===== src/acqtc_consts.svh =====
// Constants for the acquisition trigger control block
`ifndef ACQTC_CONSTS_SVH
`define ACQTC_CONSTS_SVH

// ----------------------------------------------------------------
// Register offsets
// ----------------------------------------------------------------
`define ACQTC_ADDR_CTRL      8'h00
`define ACQTC_ADDR_CMD       8'h04
`define ACQTC_ADDR_CHAN      8'h08
`define ACQTC_ADDR_LEVEL     8'h0c
`define ACQTC_ADDR_INTERVAL  8'h10
`define ACQTC_ADDR_POINTS    8'h14
`define ACQTC_ADDR_BUFSIZE   8'h18
`define ACQTC_ADDR_SOFTDLY   8'h1c
`define ACQTC_ADDR_RANGE     8'h20
`define ACQTC_ADDR_STATUS    8'h24
`define ACQTC_ADDR_ACQT_LO   8'h28
`define ACQTC_ADDR_ACQT_HI   8'h2c

// ----------------------------------------------------------------
// Field positions
// ----------------------------------------------------------------
`define ACQTC_CMD_SHOT       0
`define ACQTC_CMD_CAL        1
`define ACQTC_CHAN_TRIG_LSB  8
`define ACQTC_RANGE_CH_LSB   4

// ----------------------------------------------------------------
// Reset values and limits
// ----------------------------------------------------------------
`define ACQTC_RST_CHAN_EN    8'h01
`define ACQTC_RST_INTERVAL   24'h0000fa
`define ACQTC_RST_POINTS     24'h000400
`define ACQTC_RST_BUFSIZE    24'h100000
`define ACQTC_RST_SOFTDLY    32'h017d7840
`define ACQTC_PTS_MIN        24'h000002
`define ACQTC_PTS_MAX        24'hffffff
`define ACQTC_LEVEL_MAX      8'sh63
`define ACQTC_LEVEL_MIN      (-8'sh63)
`define ACQTC_FULL_SCALE     24'sh007fff
`define ACQTC_PCT_DIV        24'sh000064

// ----------------------------------------------------------------
// Timing
// ----------------------------------------------------------------
`define ACQTC_CLK_MHZ        25
`define ACQTC_SAMPLE_NS      5000
`define ACQTC_GAP_NS         2000
`define ACQTC_SAMPLE_CYC     ((`ACQTC_SAMPLE_NS * `ACQTC_CLK_MHZ + 999) / 1000)
`define ACQTC_GAP_CYC        ((`ACQTC_GAP_NS * `ACQTC_CLK_MHZ + 999) / 1000)

`endif


===== src/acqtc_pkg.sv =====
// Types for the acquisition trigger control block
package acqtc_pkg;

   // ----------------------------------------------------------------
   // Enumerations
   // ----------------------------------------------------------------
   typedef enum logic [1:0] {SRC_EXTERNAL, SRC_SOFTWARE, SRC_ANALOG} acqtc_src_type;
   typedef enum logic [1:0] {BUF_NO_DATA, BUF_FILLING, BUF_VALID} acqtc_buf_type;
   typedef enum logic [1:0] {ST_IDLE, ST_ARMED, ST_ACQ, ST_DELAY} acqtc_state_type;

   // ----------------------------------------------------------------
   // Control word
   // ----------------------------------------------------------------
   typedef struct packed {
      logic          one_shot;
      logic          slope_rising;
      acqtc_src_type source;
      logic          acquisition_enable;
   } acqtc_ctrl_type;

   // Sample stream from the converter front end
   typedef struct packed {
      logic               valid;
      logic [2:0]         chan;
      logic signed [15:0] value;
   } acqtc_sample_type;

endpackage : acqtc_pkg


===== src/acqtc_range_mem.sv =====
// Per-channel input range store with registered read port
`timescale 1ns/1ps
module acqtc_range_mem
(
   // Clock and reset
   input  wire logic        clk_i,
   input  wire logic        rst_i,
   // Write port
   input  wire logic        we_i,
   input  wire logic [2:0]  waddr_i,
   input  wire logic [2:0]  wdata_i,
   // Read port
   input  wire logic [2:0]  raddr_i,
   output logic      [2:0]  rdata_o,
   // All entries, straight to the front-end gain switches
   output logic      [23:0] ranges_o
);

   logic [2:0] mem_reg [8];

   // ----------------------------------------------------------------
   // Storage
   // ----------------------------------------------------------------
   genvar g;
   generate
      for (g = 0; g < 8; g++)
      begin : g_entry
         always_ff @(posedge clk_i)
         begin
            if (rst_i)
               mem_reg[g] <= 3'h0;
            else if (we_i && waddr_i == 3'(g))
               mem_reg[g] <= wdata_i;
         end
         assign ranges_o[g*3 +: 3] = mem_reg[g];
      end
   endgenerate

   always_ff @(posedge clk_i)
   begin
      if (rst_i)
         rdata_o <= 3'h0;
      else
         rdata_o <= mem_reg[raddr_i];
   end

endmodule : acqtc_range_mem


===== src/acqtc_top.sv =====
// Acquisition trigger, scan sequencing and buffer status control
//
// Operation
// - Trigger source is external edge, software start or analogue threshold crossing.
// - External source starts acquisition on the edge chosen by slope.
// - Analogue source starts when trigger channel crosses threshold in slope direction.
// - Threshold is a percentage of the trigger channel's range full scale.
// - Continuous and one-shot modes work with every trigger source.
// - Continuous with edge or analogue source re-arms after each data set.
// - Continuous software mode restarts after programmable delay from previous end.
// - One-shot software: a shot command starts exactly one data set now.
// - One-shot edge or analogue: shot only arms; one set per shot.
// - Each channel holds its own bipolar range, limited by board choices.
// - Successive scans are spaced by the programmed scan interval.
// - Points per channel accepted from 2 up to two to the 24 minus one.
// - Points lowered automatically to fit the buffer, reduced value readable.
// - Acquisition time reported as scan interval times points.
// - Buffer status is no data, filling, or valid.
// - Continuous alternates filling and valid; one-shot fills once then stays valid.
// - Acquisition runs while enabled; calibration start stops it and clears enable.
// - Scan interval never below enabled-channel sample time plus fixed gap.
// - Threshold level limited to minus 99 through plus 99 percent.
`timescale 1ns/1ps
`include "acqtc_consts.svh"
module acqtc_top
   import acqtc_pkg::*;
#(
   parameter logic       ANALOG_TRIG_AVAIL = 1'b1,
   parameter logic [3:0] NUM_RANGES        = 4'h8
)
(
   // Clock and reset
   input  wire logic              clk_i,
   input  wire logic              rst_i,
   // Register port
   input  wire logic [7:0]        addr_i,
   input  wire logic [31:0]       wdata_i,
   input  wire logic              wr_i,
   input  wire logic              rd_i,
   output logic      [31:0]       rdata_o,
   // Trigger and converter inputs
   input  wire logic              external_trigger_input_i,
   input  wire acqtc_sample_type  sample_i,
   // Acquisition outputs
   output logic                   scan_o,
   output logic                   acq_active_o,
   output acqtc_buf_type          buf_status_o,
   output logic [23:0]            range_cfg_o,
   output logic                   acquisition_enable_o
);

   // ----------------------------------------------------------------
   // Software-visible and internal state
   // ----------------------------------------------------------------
   acqtc_ctrl_type     ctrl_reg;
   logic [7:0]         chan_en_reg;
   logic [2:0]         trig_chan_reg;
   logic signed [7:0]  level_reg;
   logic [23:0]        interval_req_reg;
   logic [23:0]        points_req_reg;
   logic [23:0]        bufsize_reg;
   logic [31:0]        softdly_reg;
   logic [2:0]         range_sel_reg;
   logic [23:0]        interval_eff_reg;
   logic [23:0]        points_eff_reg;
   logic [47:0]        acq_time_reg;
   acqtc_state_type    state_reg;
   logic [23:0]        scan_cnt_reg;
   logic [23:0]        point_cnt_reg;
   logic [31:0]        dly_cnt_reg;
   logic               ext_prev_reg;
   logic signed [15:0] trig_prev_reg;
   logic               trig_prev_ok_reg;
   logic signed [15:0] thr_code_reg;
   logic [2:0]         range_rd;

   logic wr_ctrl;
   logic wr_cmd;
   logic shot;
   logic cal_start;
   assign wr_ctrl   = wr_i && addr_i == `ACQTC_ADDR_CTRL;
   assign wr_cmd    = wr_i && addr_i == `ACQTC_ADDR_CMD;
   assign shot      = wr_cmd && wdata_i[`ACQTC_CMD_SHOT];
   assign cal_start = wr_cmd && wdata_i[`ACQTC_CMD_CAL];

   // ----------------------------------------------------------------
   // Control register
   // ----------------------------------------------------------------
   acqtc_src_type src_next;
   always_comb
   begin
      src_next = acqtc_src_type'(wdata_i[2:1]);
      if (src_next == SRC_ANALOG && !ANALOG_TRIG_AVAIL)
         src_next = ctrl_reg.source;
      else if (wdata_i[2:1] == 2'h3)
         src_next = ctrl_reg.source;
   end

   always_ff @(posedge clk_i)
   begin
      if (rst_i)
         ctrl_reg <= '{one_shot: 1'b0, slope_rising: 1'b1, source: SRC_SOFTWARE,
                       acquisition_enable: 1'b0};
      else if (cal_start)
         ctrl_reg.acquisition_enable <= 1'b0;
      else if (wr_ctrl)
      begin
         ctrl_reg.acquisition_enable <= wdata_i[0];
         ctrl_reg.source             <= src_next;
         ctrl_reg.slope_rising       <= wdata_i[3];
         ctrl_reg.one_shot           <= wdata_i[4];
      end
   end

   // ----------------------------------------------------------------
   // Configuration registers
   // ----------------------------------------------------------------
   always_ff @(posedge clk_i)
   begin
      if (rst_i)
      begin
         chan_en_reg      <= `ACQTC_RST_CHAN_EN;
         trig_chan_reg    <= 3'h0;
         level_reg        <= 8'sh00;
         interval_req_reg <= `ACQTC_RST_INTERVAL;
         points_req_reg   <= `ACQTC_RST_POINTS;
         bufsize_reg      <= `ACQTC_RST_BUFSIZE;
         softdly_reg      <= `ACQTC_RST_SOFTDLY;
         range_sel_reg    <= 3'h0;
      end
      else if (wr_i)
      begin
         unique case (addr_i)
            `ACQTC_ADDR_CHAN:
            begin
               chan_en_reg   <= wdata_i[7:0];
               trig_chan_reg <= wdata_i[`ACQTC_CHAN_TRIG_LSB +: 3];
            end
            `ACQTC_ADDR_LEVEL:
            begin
               if ($signed(wdata_i) > $signed(32'(`ACQTC_LEVEL_MAX)))
                  level_reg <= `ACQTC_LEVEL_MAX;
               else if ($signed(wdata_i) < $signed(32'(`ACQTC_LEVEL_MIN)))
                  level_reg <= `ACQTC_LEVEL_MIN;
               else
                  level_reg <= wdata_i[7:0];
            end
            `ACQTC_ADDR_INTERVAL: interval_req_reg <= wdata_i[23:0];
            `ACQTC_ADDR_POINTS:   points_req_reg   <= wdata_i[23:0];
            `ACQTC_ADDR_BUFSIZE:  bufsize_reg      <= wdata_i[23:0];
            `ACQTC_ADDR_SOFTDLY:  softdly_reg      <= wdata_i;
            `ACQTC_ADDR_RANGE:    range_sel_reg    <= wdata_i[`ACQTC_RANGE_CH_LSB +: 3];
            default: ;
         endcase
      end
   end

   // ----------------------------------------------------------------
   // Input ranges
   // ----------------------------------------------------------------
   logic [2:0] range_wdata;
   assign range_wdata = (wdata_i[2:0] >= NUM_RANGES[2:0] && NUM_RANGES != 4'h8) ?
                        3'(NUM_RANGES - 4'h1) : wdata_i[2:0];

   acqtc_range_mem u_range_mem
   (
      .clk_i    (clk_i),
      .rst_i    (rst_i),
      .we_i     (wr_i && addr_i == `ACQTC_ADDR_RANGE),
      .waddr_i  (wdata_i[`ACQTC_RANGE_CH_LSB +: 3]),
      .wdata_i  (range_wdata),
      .raddr_i  (range_sel_reg),
      .rdata_o  (range_rd),
      .ranges_o (range_cfg_o)
   );

   // ----------------------------------------------------------------
   // Derived limits
   // ----------------------------------------------------------------
   logic [3:0]  nch;
   logic [23:0] min_interval;
   logic [23:0] pts_fit;
   logic [23:0] pts_lim;
   always_comb
   begin
      nch = 4'h0;
      for (int i = 0; i < 8; i++)
         nch = nch + 4'(chan_en_reg[i]);
      if (nch == 4'h0)
         nch = 4'h1;
      min_interval = 24'(nch * `ACQTC_SAMPLE_CYC + `ACQTC_GAP_CYC);
      pts_fit = bufsize_reg / 24'(nch);
      pts_lim = points_req_reg;
      if (pts_lim < `ACQTC_PTS_MIN)
         pts_lim = `ACQTC_PTS_MIN;
      if (pts_lim > pts_fit)
         pts_lim = (pts_fit < `ACQTC_PTS_MIN) ? `ACQTC_PTS_MIN : pts_fit;
   end

   // Limits are re-evaluated every cycle, so a change of channels or buffer
   // size reshapes the next data set without software rewriting the request.
   always_ff @(posedge clk_i)
   begin
      if (rst_i)
      begin
         interval_eff_reg <= `ACQTC_RST_INTERVAL;
         points_eff_reg   <= `ACQTC_RST_POINTS;
         acq_time_reg     <= 48'h0;
         thr_code_reg     <= 16'sh0000;
      end
      else
      begin
         interval_eff_reg <= (interval_req_reg < min_interval) ?
                             min_interval : interval_req_reg;
         points_eff_reg   <= pts_lim;
         acq_time_reg     <= 48'(interval_eff_reg) * 48'(points_eff_reg);
         thr_code_reg     <= 16'(24'(level_reg) * `ACQTC_FULL_SCALE
                                 / `ACQTC_PCT_DIV);
      end
   end

   // ----------------------------------------------------------------
   // Trigger detection
   // ----------------------------------------------------------------
   logic ext_edge;
   logic trig_samp;
   logic ana_cross;
   logic trig_event;
   assign ext_edge  = ctrl_reg.slope_rising ?
                      (external_trigger_input_i && !ext_prev_reg) :
                      (!external_trigger_input_i && ext_prev_reg);
   assign trig_samp = sample_i.valid && sample_i.chan == trig_chan_reg;
   // Full scale of every range maps to full code, so one code threshold serves all ranges
   assign ana_cross = trig_samp && trig_prev_ok_reg &&
                      (ctrl_reg.slope_rising ?
                       (trig_prev_reg <  thr_code_reg && sample_i.value >= thr_code_reg) :
                       (trig_prev_reg >  thr_code_reg && sample_i.value <= thr_code_reg));
   assign trig_event = (ctrl_reg.source == SRC_EXTERNAL) ? ext_edge :
                       (ctrl_reg.source == SRC_ANALOG && ANALOG_TRIG_AVAIL) ? ana_cross :
                       1'b0;

   always_ff @(posedge clk_i)
   begin
      if (rst_i)
      begin
         ext_prev_reg     <= 1'b0;
         trig_prev_reg    <= 16'sh0000;
         trig_prev_ok_reg <= 1'b0;
      end
      else
      begin
         ext_prev_reg <= external_trigger_input_i;
         if (state_reg != ST_ARMED)
            trig_prev_ok_reg <= 1'b0;
         else if (trig_samp)
         begin
            trig_prev_reg    <= sample_i.value;
            trig_prev_ok_reg <= 1'b1;
         end
      end
   end

   // ----------------------------------------------------------------
   // Sequencer
   // ----------------------------------------------------------------
   logic scan_due;
   logic set_done;
   assign scan_due = scan_cnt_reg == 24'h0;
   assign set_done = state_reg == ST_ACQ && scan_due && point_cnt_reg == points_eff_reg;

   always_ff @(posedge clk_i)
   begin
      if (rst_i || !ctrl_reg.acquisition_enable || cal_start)
         state_reg <= ST_IDLE;
      else
      begin
         unique case (state_reg)
            ST_IDLE:
            begin
               if (!ctrl_reg.one_shot)
                  state_reg <= (ctrl_reg.source == SRC_SOFTWARE) ? ST_ACQ : ST_ARMED;
               else if (shot)
                  state_reg <= (ctrl_reg.source == SRC_SOFTWARE) ? ST_ACQ :
                               ST_ARMED;
            end
            ST_ARMED:
            begin
               if (ctrl_reg.source == SRC_SOFTWARE)
                  state_reg <= ST_IDLE;
               else if (trig_event)
                  state_reg <= ST_ACQ;
            end
            ST_ACQ:
            begin
               if (set_done)
               begin
                  if (ctrl_reg.one_shot)
                     state_reg <= ST_IDLE;
                  else if (ctrl_reg.source == SRC_SOFTWARE)
                     state_reg <= ST_DELAY;
                  else
                     state_reg <= ST_ARMED;
               end
            end
            ST_DELAY:
            begin
               if (ctrl_reg.one_shot || ctrl_reg.source != SRC_SOFTWARE)
                  state_reg <= ST_IDLE;
               else if (dly_cnt_reg >= softdly_reg)
                  state_reg <= ST_ACQ;
            end
         endcase
      end
   end

   // Scan pacing: first scan at once, then one per interval
   always_ff @(posedge clk_i)
   begin
      if (rst_i || state_reg != ST_ACQ || !ctrl_reg.acquisition_enable || cal_start)
      begin
         scan_cnt_reg  <= 24'h0;
         point_cnt_reg <= 24'h0;
         scan_o        <= 1'b0;
      end
      else
      begin
         scan_o <= scan_due && point_cnt_reg != points_eff_reg;
         if (scan_due)
         begin
            scan_cnt_reg  <= interval_eff_reg - 24'h1;
            point_cnt_reg <= point_cnt_reg + 24'h1;
         end
         else
            scan_cnt_reg <= scan_cnt_reg - 24'h1;
      end
   end

   always_ff @(posedge clk_i)
   begin
      if (rst_i || state_reg != ST_DELAY)
         dly_cnt_reg <= 32'h1;
      else
         dly_cnt_reg <= dly_cnt_reg + 32'h1;
   end

   // ----------------------------------------------------------------
   // Buffer status
   // ----------------------------------------------------------------
   // A stopped acquisition leaves a partial buffer, so it no longer counts as valid
   always_ff @(posedge clk_i)
   begin
      if (rst_i)
         buf_status_o <= BUF_NO_DATA;
      else if (state_reg == ST_ACQ && (!ctrl_reg.acquisition_enable || cal_start))
         buf_status_o <= BUF_NO_DATA;
      else if (set_done)
         buf_status_o <= BUF_VALID;
      else if (state_reg == ST_ACQ)
         buf_status_o <= BUF_FILLING;
   end

   always_ff @(posedge clk_i)
   begin
      if (rst_i)
      begin
         acq_active_o         <= 1'b0;
         acquisition_enable_o <= 1'b0;
      end
      else
      begin
         acq_active_o         <= state_reg == ST_ACQ && !set_done;
         acquisition_enable_o <= ctrl_reg.acquisition_enable;
      end
   end

   // ----------------------------------------------------------------
   // Read port
   // ----------------------------------------------------------------
   always_ff @(posedge clk_i)
   begin
      if (rst_i)
         rdata_o <= 32'h0;
      else if (rd_i)
      begin
         unique case (addr_i)
            `ACQTC_ADDR_CTRL:     rdata_o <= {27'h0, ctrl_reg};
            `ACQTC_ADDR_CHAN:     rdata_o <= {21'h0, trig_chan_reg, chan_en_reg};
            `ACQTC_ADDR_LEVEL:    rdata_o <= 32'(level_reg);
            `ACQTC_ADDR_INTERVAL: rdata_o <= {8'h0, interval_eff_reg};
            `ACQTC_ADDR_POINTS:   rdata_o <= {8'h0, points_eff_reg};
            `ACQTC_ADDR_BUFSIZE:  rdata_o <= {8'h0, bufsize_reg};
            `ACQTC_ADDR_SOFTDLY:  rdata_o <= softdly_reg;
            `ACQTC_ADDR_RANGE:    rdata_o <= {25'h0, range_sel_reg, 1'b0, range_rd};
            `ACQTC_ADDR_STATUS:   rdata_o <= {27'h0, ANALOG_TRIG_AVAIL, state_reg,
                                              buf_status_o};
            `ACQTC_ADDR_ACQT_LO:  rdata_o <= acq_time_reg[31:0];
            `ACQTC_ADDR_ACQT_HI:  rdata_o <= {16'h0, acq_time_reg[47:32]};
            default:              rdata_o <= 32'h0;
         endcase
      end
      else
         rdata_o <= 32'h0;
   end

endmodule : acqtc_top


===== config.mk =====
export PLATFORM = sky130hd
export DESIGN_NAME = acqtc_top
export DESIGN_NICKNAME = d
export VERILOG_FILES = /design/src/acqtc_pkg.sv /design/src/acqtc_range_mem.sv /design/src/acqtc_top.sv
export VERILOG_INCLUDE_DIRS = /design/src
export SDC_FILE = /design/constraint.sdc
export NUM_CORES = 2
export LEC_CHECK = 0
export BUFFER_PORTS_ARGS = -buffer_cell sky130_fd_sc_hd__buf_4
export CORE_MARGIN = 2
export CORE_UTILIZATION = 65
export DETAILED_ROUTE_END_ITERATION = 12
export PLACE_DENSITY = 0.82
export SYNTH_ARGS = -nofsm -noshare
export SYNTH_HDL_FRONTEND = slang
export SYNTH_HIERARCHICAL = 1
export SYNTH_SLANG_ARGS = --single-unit

===== constraint.sdc =====
create_clock -name clk_i -period 128.8 [get_ports clk_i]
set_input_delay 12.88 -clock clk_i [delete_from_list [all_inputs] [get_ports clk_i]]
set_output_delay 12.88 -clock clk_i [all_outputs]
set_load 0.005 [all_outputs]

==> impl.org <==
** Critical path
- Capture point of the worst reg-to-reg path :: points_eff_reg[16]$_SDFF_PP0_
- For the worst flop-to-flop path, the logic depth is 258.
- Source of the worst register-to-register timing path :: chan_en_reg[0]$_SDFFE_PP1P_
- On the worst path, the slowest cell contributes a delay of 0.80 ns.
- Worst path required time :: 129.34 ns
- In this run the worst path has a maximum fanout of 25.
- Category of the most critical setup path :: flop to flop
- Reg-to-reg setup timing slack :: 70.04 ns
- STA classifies the critical path endpoint as a flop.
- Startpoint Class :: flop
- CP dominant cell by count :: o21ai_0
- Among all stages on the critical path, the largest delay is contributed by or2_2.
- Data arrival, critical path :: 59.30 ns

** Logic synthesis
- Flip-flop cell with the highest count after synthesis :: dfxtp_1
- The synthesized design contains 407 register bits.
- Mux share of post-synthesis cell area :: 1.821%
- The synthesized design spends more area on one cell type than any other, namely fa_1.
- Number of distinct standard cells referenced by the synthesized netlist :: 140
- Share of the synthesized area in the top cell type :: 19.74%
- Top cells by count, synth :: nand2_1, inv_1, fa_1
- After technology mapping, the gate count stands at 6529.
- Ranked by total cell area, the synthesized netlist is headed by fa_1, dfxtp_1, ha_1.
- By area, the combinational part of the netlist is dominated by adder cells.
- Of the total synthesized cell area, the portion taken by full adders, half adders and majority gates is 29.56%.
- Post-synthesis compound-gate area fraction :: 16.85%
- Sequential share of the synthesized area :: 15.93%
- Post-synthesis xor/xnor area fraction :: 6.128%
- During synthesis, Yosys emitted a total of 6 warnings.
- Number of synthesized flops with an enable pin :: 24
- Basic-gate share of the synthesized area counting and, or, nand and nor cells :: 22.06%
- Mean instance size in the synthesized netlist :: 8.063 µm²
- Synthesized area :: 52640 µm²
- The most common cell in the synthesized netlist is nand2_1.
- When the netlist entered floorplanning its net count stood at 7519.
- Synth async-reset ratio :: 0%

** Clock network
- Clock tree buffer depth :: 3
- Clock sinks :: 407
- Insertion delay of the later-clocked pin in the worst-skew pair :: 0.65 ns
- Setup Buffers After CTS :: 0
- Register clock-pin slew on the reported worst setup and hold paths :: 0.06 ns
- PostCTS Resize Cnt :: 0
- After clock tree synthesis, the flow added hold-fix buffers numbering 0.
- CTS Root Buffer Type :: clkbuf_16
- CTS built an H-tree with a depth of 2.
- Buffers inserted during clock tree synthesis total 45.
- TritonCTS clock tree :: yes

** Placed design
- In this run the tool buffered the top-level ports with 125 buffer cells.
- Including well taps, the total number of placed cells is 7445.
- Routability-driven placement congestion ratio :: 0.9565
- Half-perimeter wire length after detailed placement :: 119500 µm

** STA
- Max-slew violation total from the final report :: 0
- Min cycle time layout :: 58.76 ns
- The number of failing hold endpoints at the final stage came to 0.
- Max Freq :: 17.02 MHz
- Setup repair after global routing left no endpoint under its margin.
- In this run the tightest slew margin relative to its limit is 14.86%.
- Across all hold checks on the routed design, the worst slack comes to 0.4627 ns.
- Between clock sinks in the finished design, the worst skew comes to 0.03928 ns.
- The final critical path takes up 45.62% of the cycle.
- Final setup vio count :: 0
- Setup TNS :: 0 ns
- At the pin with the least slew margin, the transition time is 1.264 ns.

** Layout
- Count of non-filler cells in the finished layout :: 7536
- Fill cells in the final layout number 6413.
- Nets :: 7422
- Max reg flops :: 48
- In the final layout, the share of cells above drive strength 1 is 7.004%.
- Layout-stage area growth over the synthesis result :: 5.980%

** Die
- Height of the chip :: 288.6 µm
- In this run the count of I/O pins placed on the die edge is 126.
- Die area :: 83280 µm²
- After floorplanning, the core was divided into 104 placement rows.
- The core region is 80420 µm².
- Die W :: 288.6 µm
- For this configuration, the core starts out at a cell density of 65.46%.

** Hold path
- The startpoint identified for the worst hold timing path is interval_req_reg[16]$_SDFFE_PP0P_.
- Cell depth of the worst min-delay path :: 2
- The path class of the tightest hold or removal check is flop to flop.
- Hold EP :: interval_req_reg[16]$_SDFFE_PP0P_

** Global route
- The first global-routing pass estimated 256800 µm of wire.
- Vias in the first global route :: 47400
- Entering global routing, the biggest net connects 99 pins.
- The number of antenna violations at the first check in global routing came to 14.
- Across every metal layer, demand over resource in global routing totals 38.85%.
- Remaining global-route overflow :: 0

** Route
- Before antenna repair, the detailed router went through 7 iterations.
- Starting DRT DRC Count :: 5044
- Wires add up to 163100 µm.
- In this run the remaining antenna-violating nets after routing total 0.
- In the routed layout, each cell is associated on average with a via count of 6.471.
- Via count :: 48760
- Detailed-route wire length per cell :: 21.64 µm
- For this run, design rule violations remaining after detail routing come to 0.

** Run
- The tool flagged a number of max-cap violations equal to 0.

** Outcome
- Status :: completed
## per-layer routing
| layer | vias up | part of all wire, % | GRT usage (%) |
|---|---|---|---|
| li1 | 21930 | - | - |
| met1 | 23460 | 39 | 51.22 |
| met2 | 2755 | 44 | 59.33 |
| met3 | 603 | 12 | 10.45 |
| met4 | 12 | 5.6 | 18.66 |
| met5 | - | 0.042 | 0 |
## cells by family (layout without fill, tap and decap cells)
family / after synthesis / after routing
flops: 407 / 407
mux: 83 / 83
simple gates: 2382 / 2382
other cells: 0 / 8
compound gates: 1305 / 1305
xor+xnor: 365 / 365
fa+ha+maj: 934 / 934
buf+inv: 1053 / 992
## critical path, delay by kind of cell (launching register included)
kind | cells | cell delay, ns
multiplexers | 3 | 0.96
adder cells (fa/ha/maj) | 30 | 9.88
AND/OR/NAND/NOR | 119 | 26.55
buffers and inverters | 13 | 1.38
flip-flops | 1 | 0.35
AO/OA/AOI/OAI | 79 | 17.04
XOR/XNOR | 14 | 2.42
## metrics by stage
stage	setup slack [ns]	cell area [µm²]	util, %
global placement	73.34	54170	67.36
finish	70.04	55790	69.37
detailed placement	71.19	54170	67.36
floorplan	78.72	52640	-
CTS	70.95	55770	69.35
global route	65.00	55770	69.35
## layout by cell type (no fill, tap or decap), types with 129 or more instances in the layout
| cell | netlist | layout |
|---|---|---|
| nand2_1 | 894 | 894 |
| inv_1 | 697 | 697 |
| fa_1 | 519 | 518 |
| nor2_1 | 457 | 450 |
| ha_1 | 406 | 406 |
| dfxtp_1 | 383 | 369 |
| a21oi_1 | 366 | 366 |
| and2_1 | 273 | 273 |
| xnor2_1 | 224 | 223 |
| buf_4 | 4 | 196 |
| o21ai_0 | 185 | 185 |
| xor2_1 | 138 | 138 |
| nand3_1 | 129 | 129 |
## area by class of cell
cell class | instances | area, µm² | area share [%]
well taps | 1060 | 1326 | 2.377
clock inverters | 31 | 435.4 | 0.7805
diodes | 8 | 20.02 | 0.03588
inverters | 712 | 2685 | 4.813
multi-input cells | 5069 | 40270 | 72.18
flip-flops and latches | 407 | 8406 | 15.07
repair buffers | 197 | 1485 | 2.662
clock buffers | 52 | 1162 | 2.084
## worst max path at each step
stage,cells after the start,startpoint,to
after floorplan,276,chan_en_reg[0]$_SDFFE_PP1P_,points_eff_reg[5]$_SDFF_PP0_
after detailed placement,257,chan_en_reg[0]$_SDFFE_PP1P_,points_eff_reg[0]$_SDFF_PP0_
after global routing,257,chan_en_reg[0]$_SDFFE_PP1P_,points_eff_reg[19]$_SDFF_PP0_
after global placement,257,chan_en_reg[0]$_SDFFE_PP1P_,points_eff_reg[16]$_SDFF_PP0_
after CTS,257,chan_en_reg[0]$_SDFFE_PP1P_,points_eff_reg[16]$_SDFF_PP0_
final,258,chan_en_reg[0]$_SDFFE_PP1P_,points_eff_reg[16]$_SDFF_PP0_
Power is not shown: default switching activity piles up to over one toggle a cycle in this logic, so the estimate is an artifact.
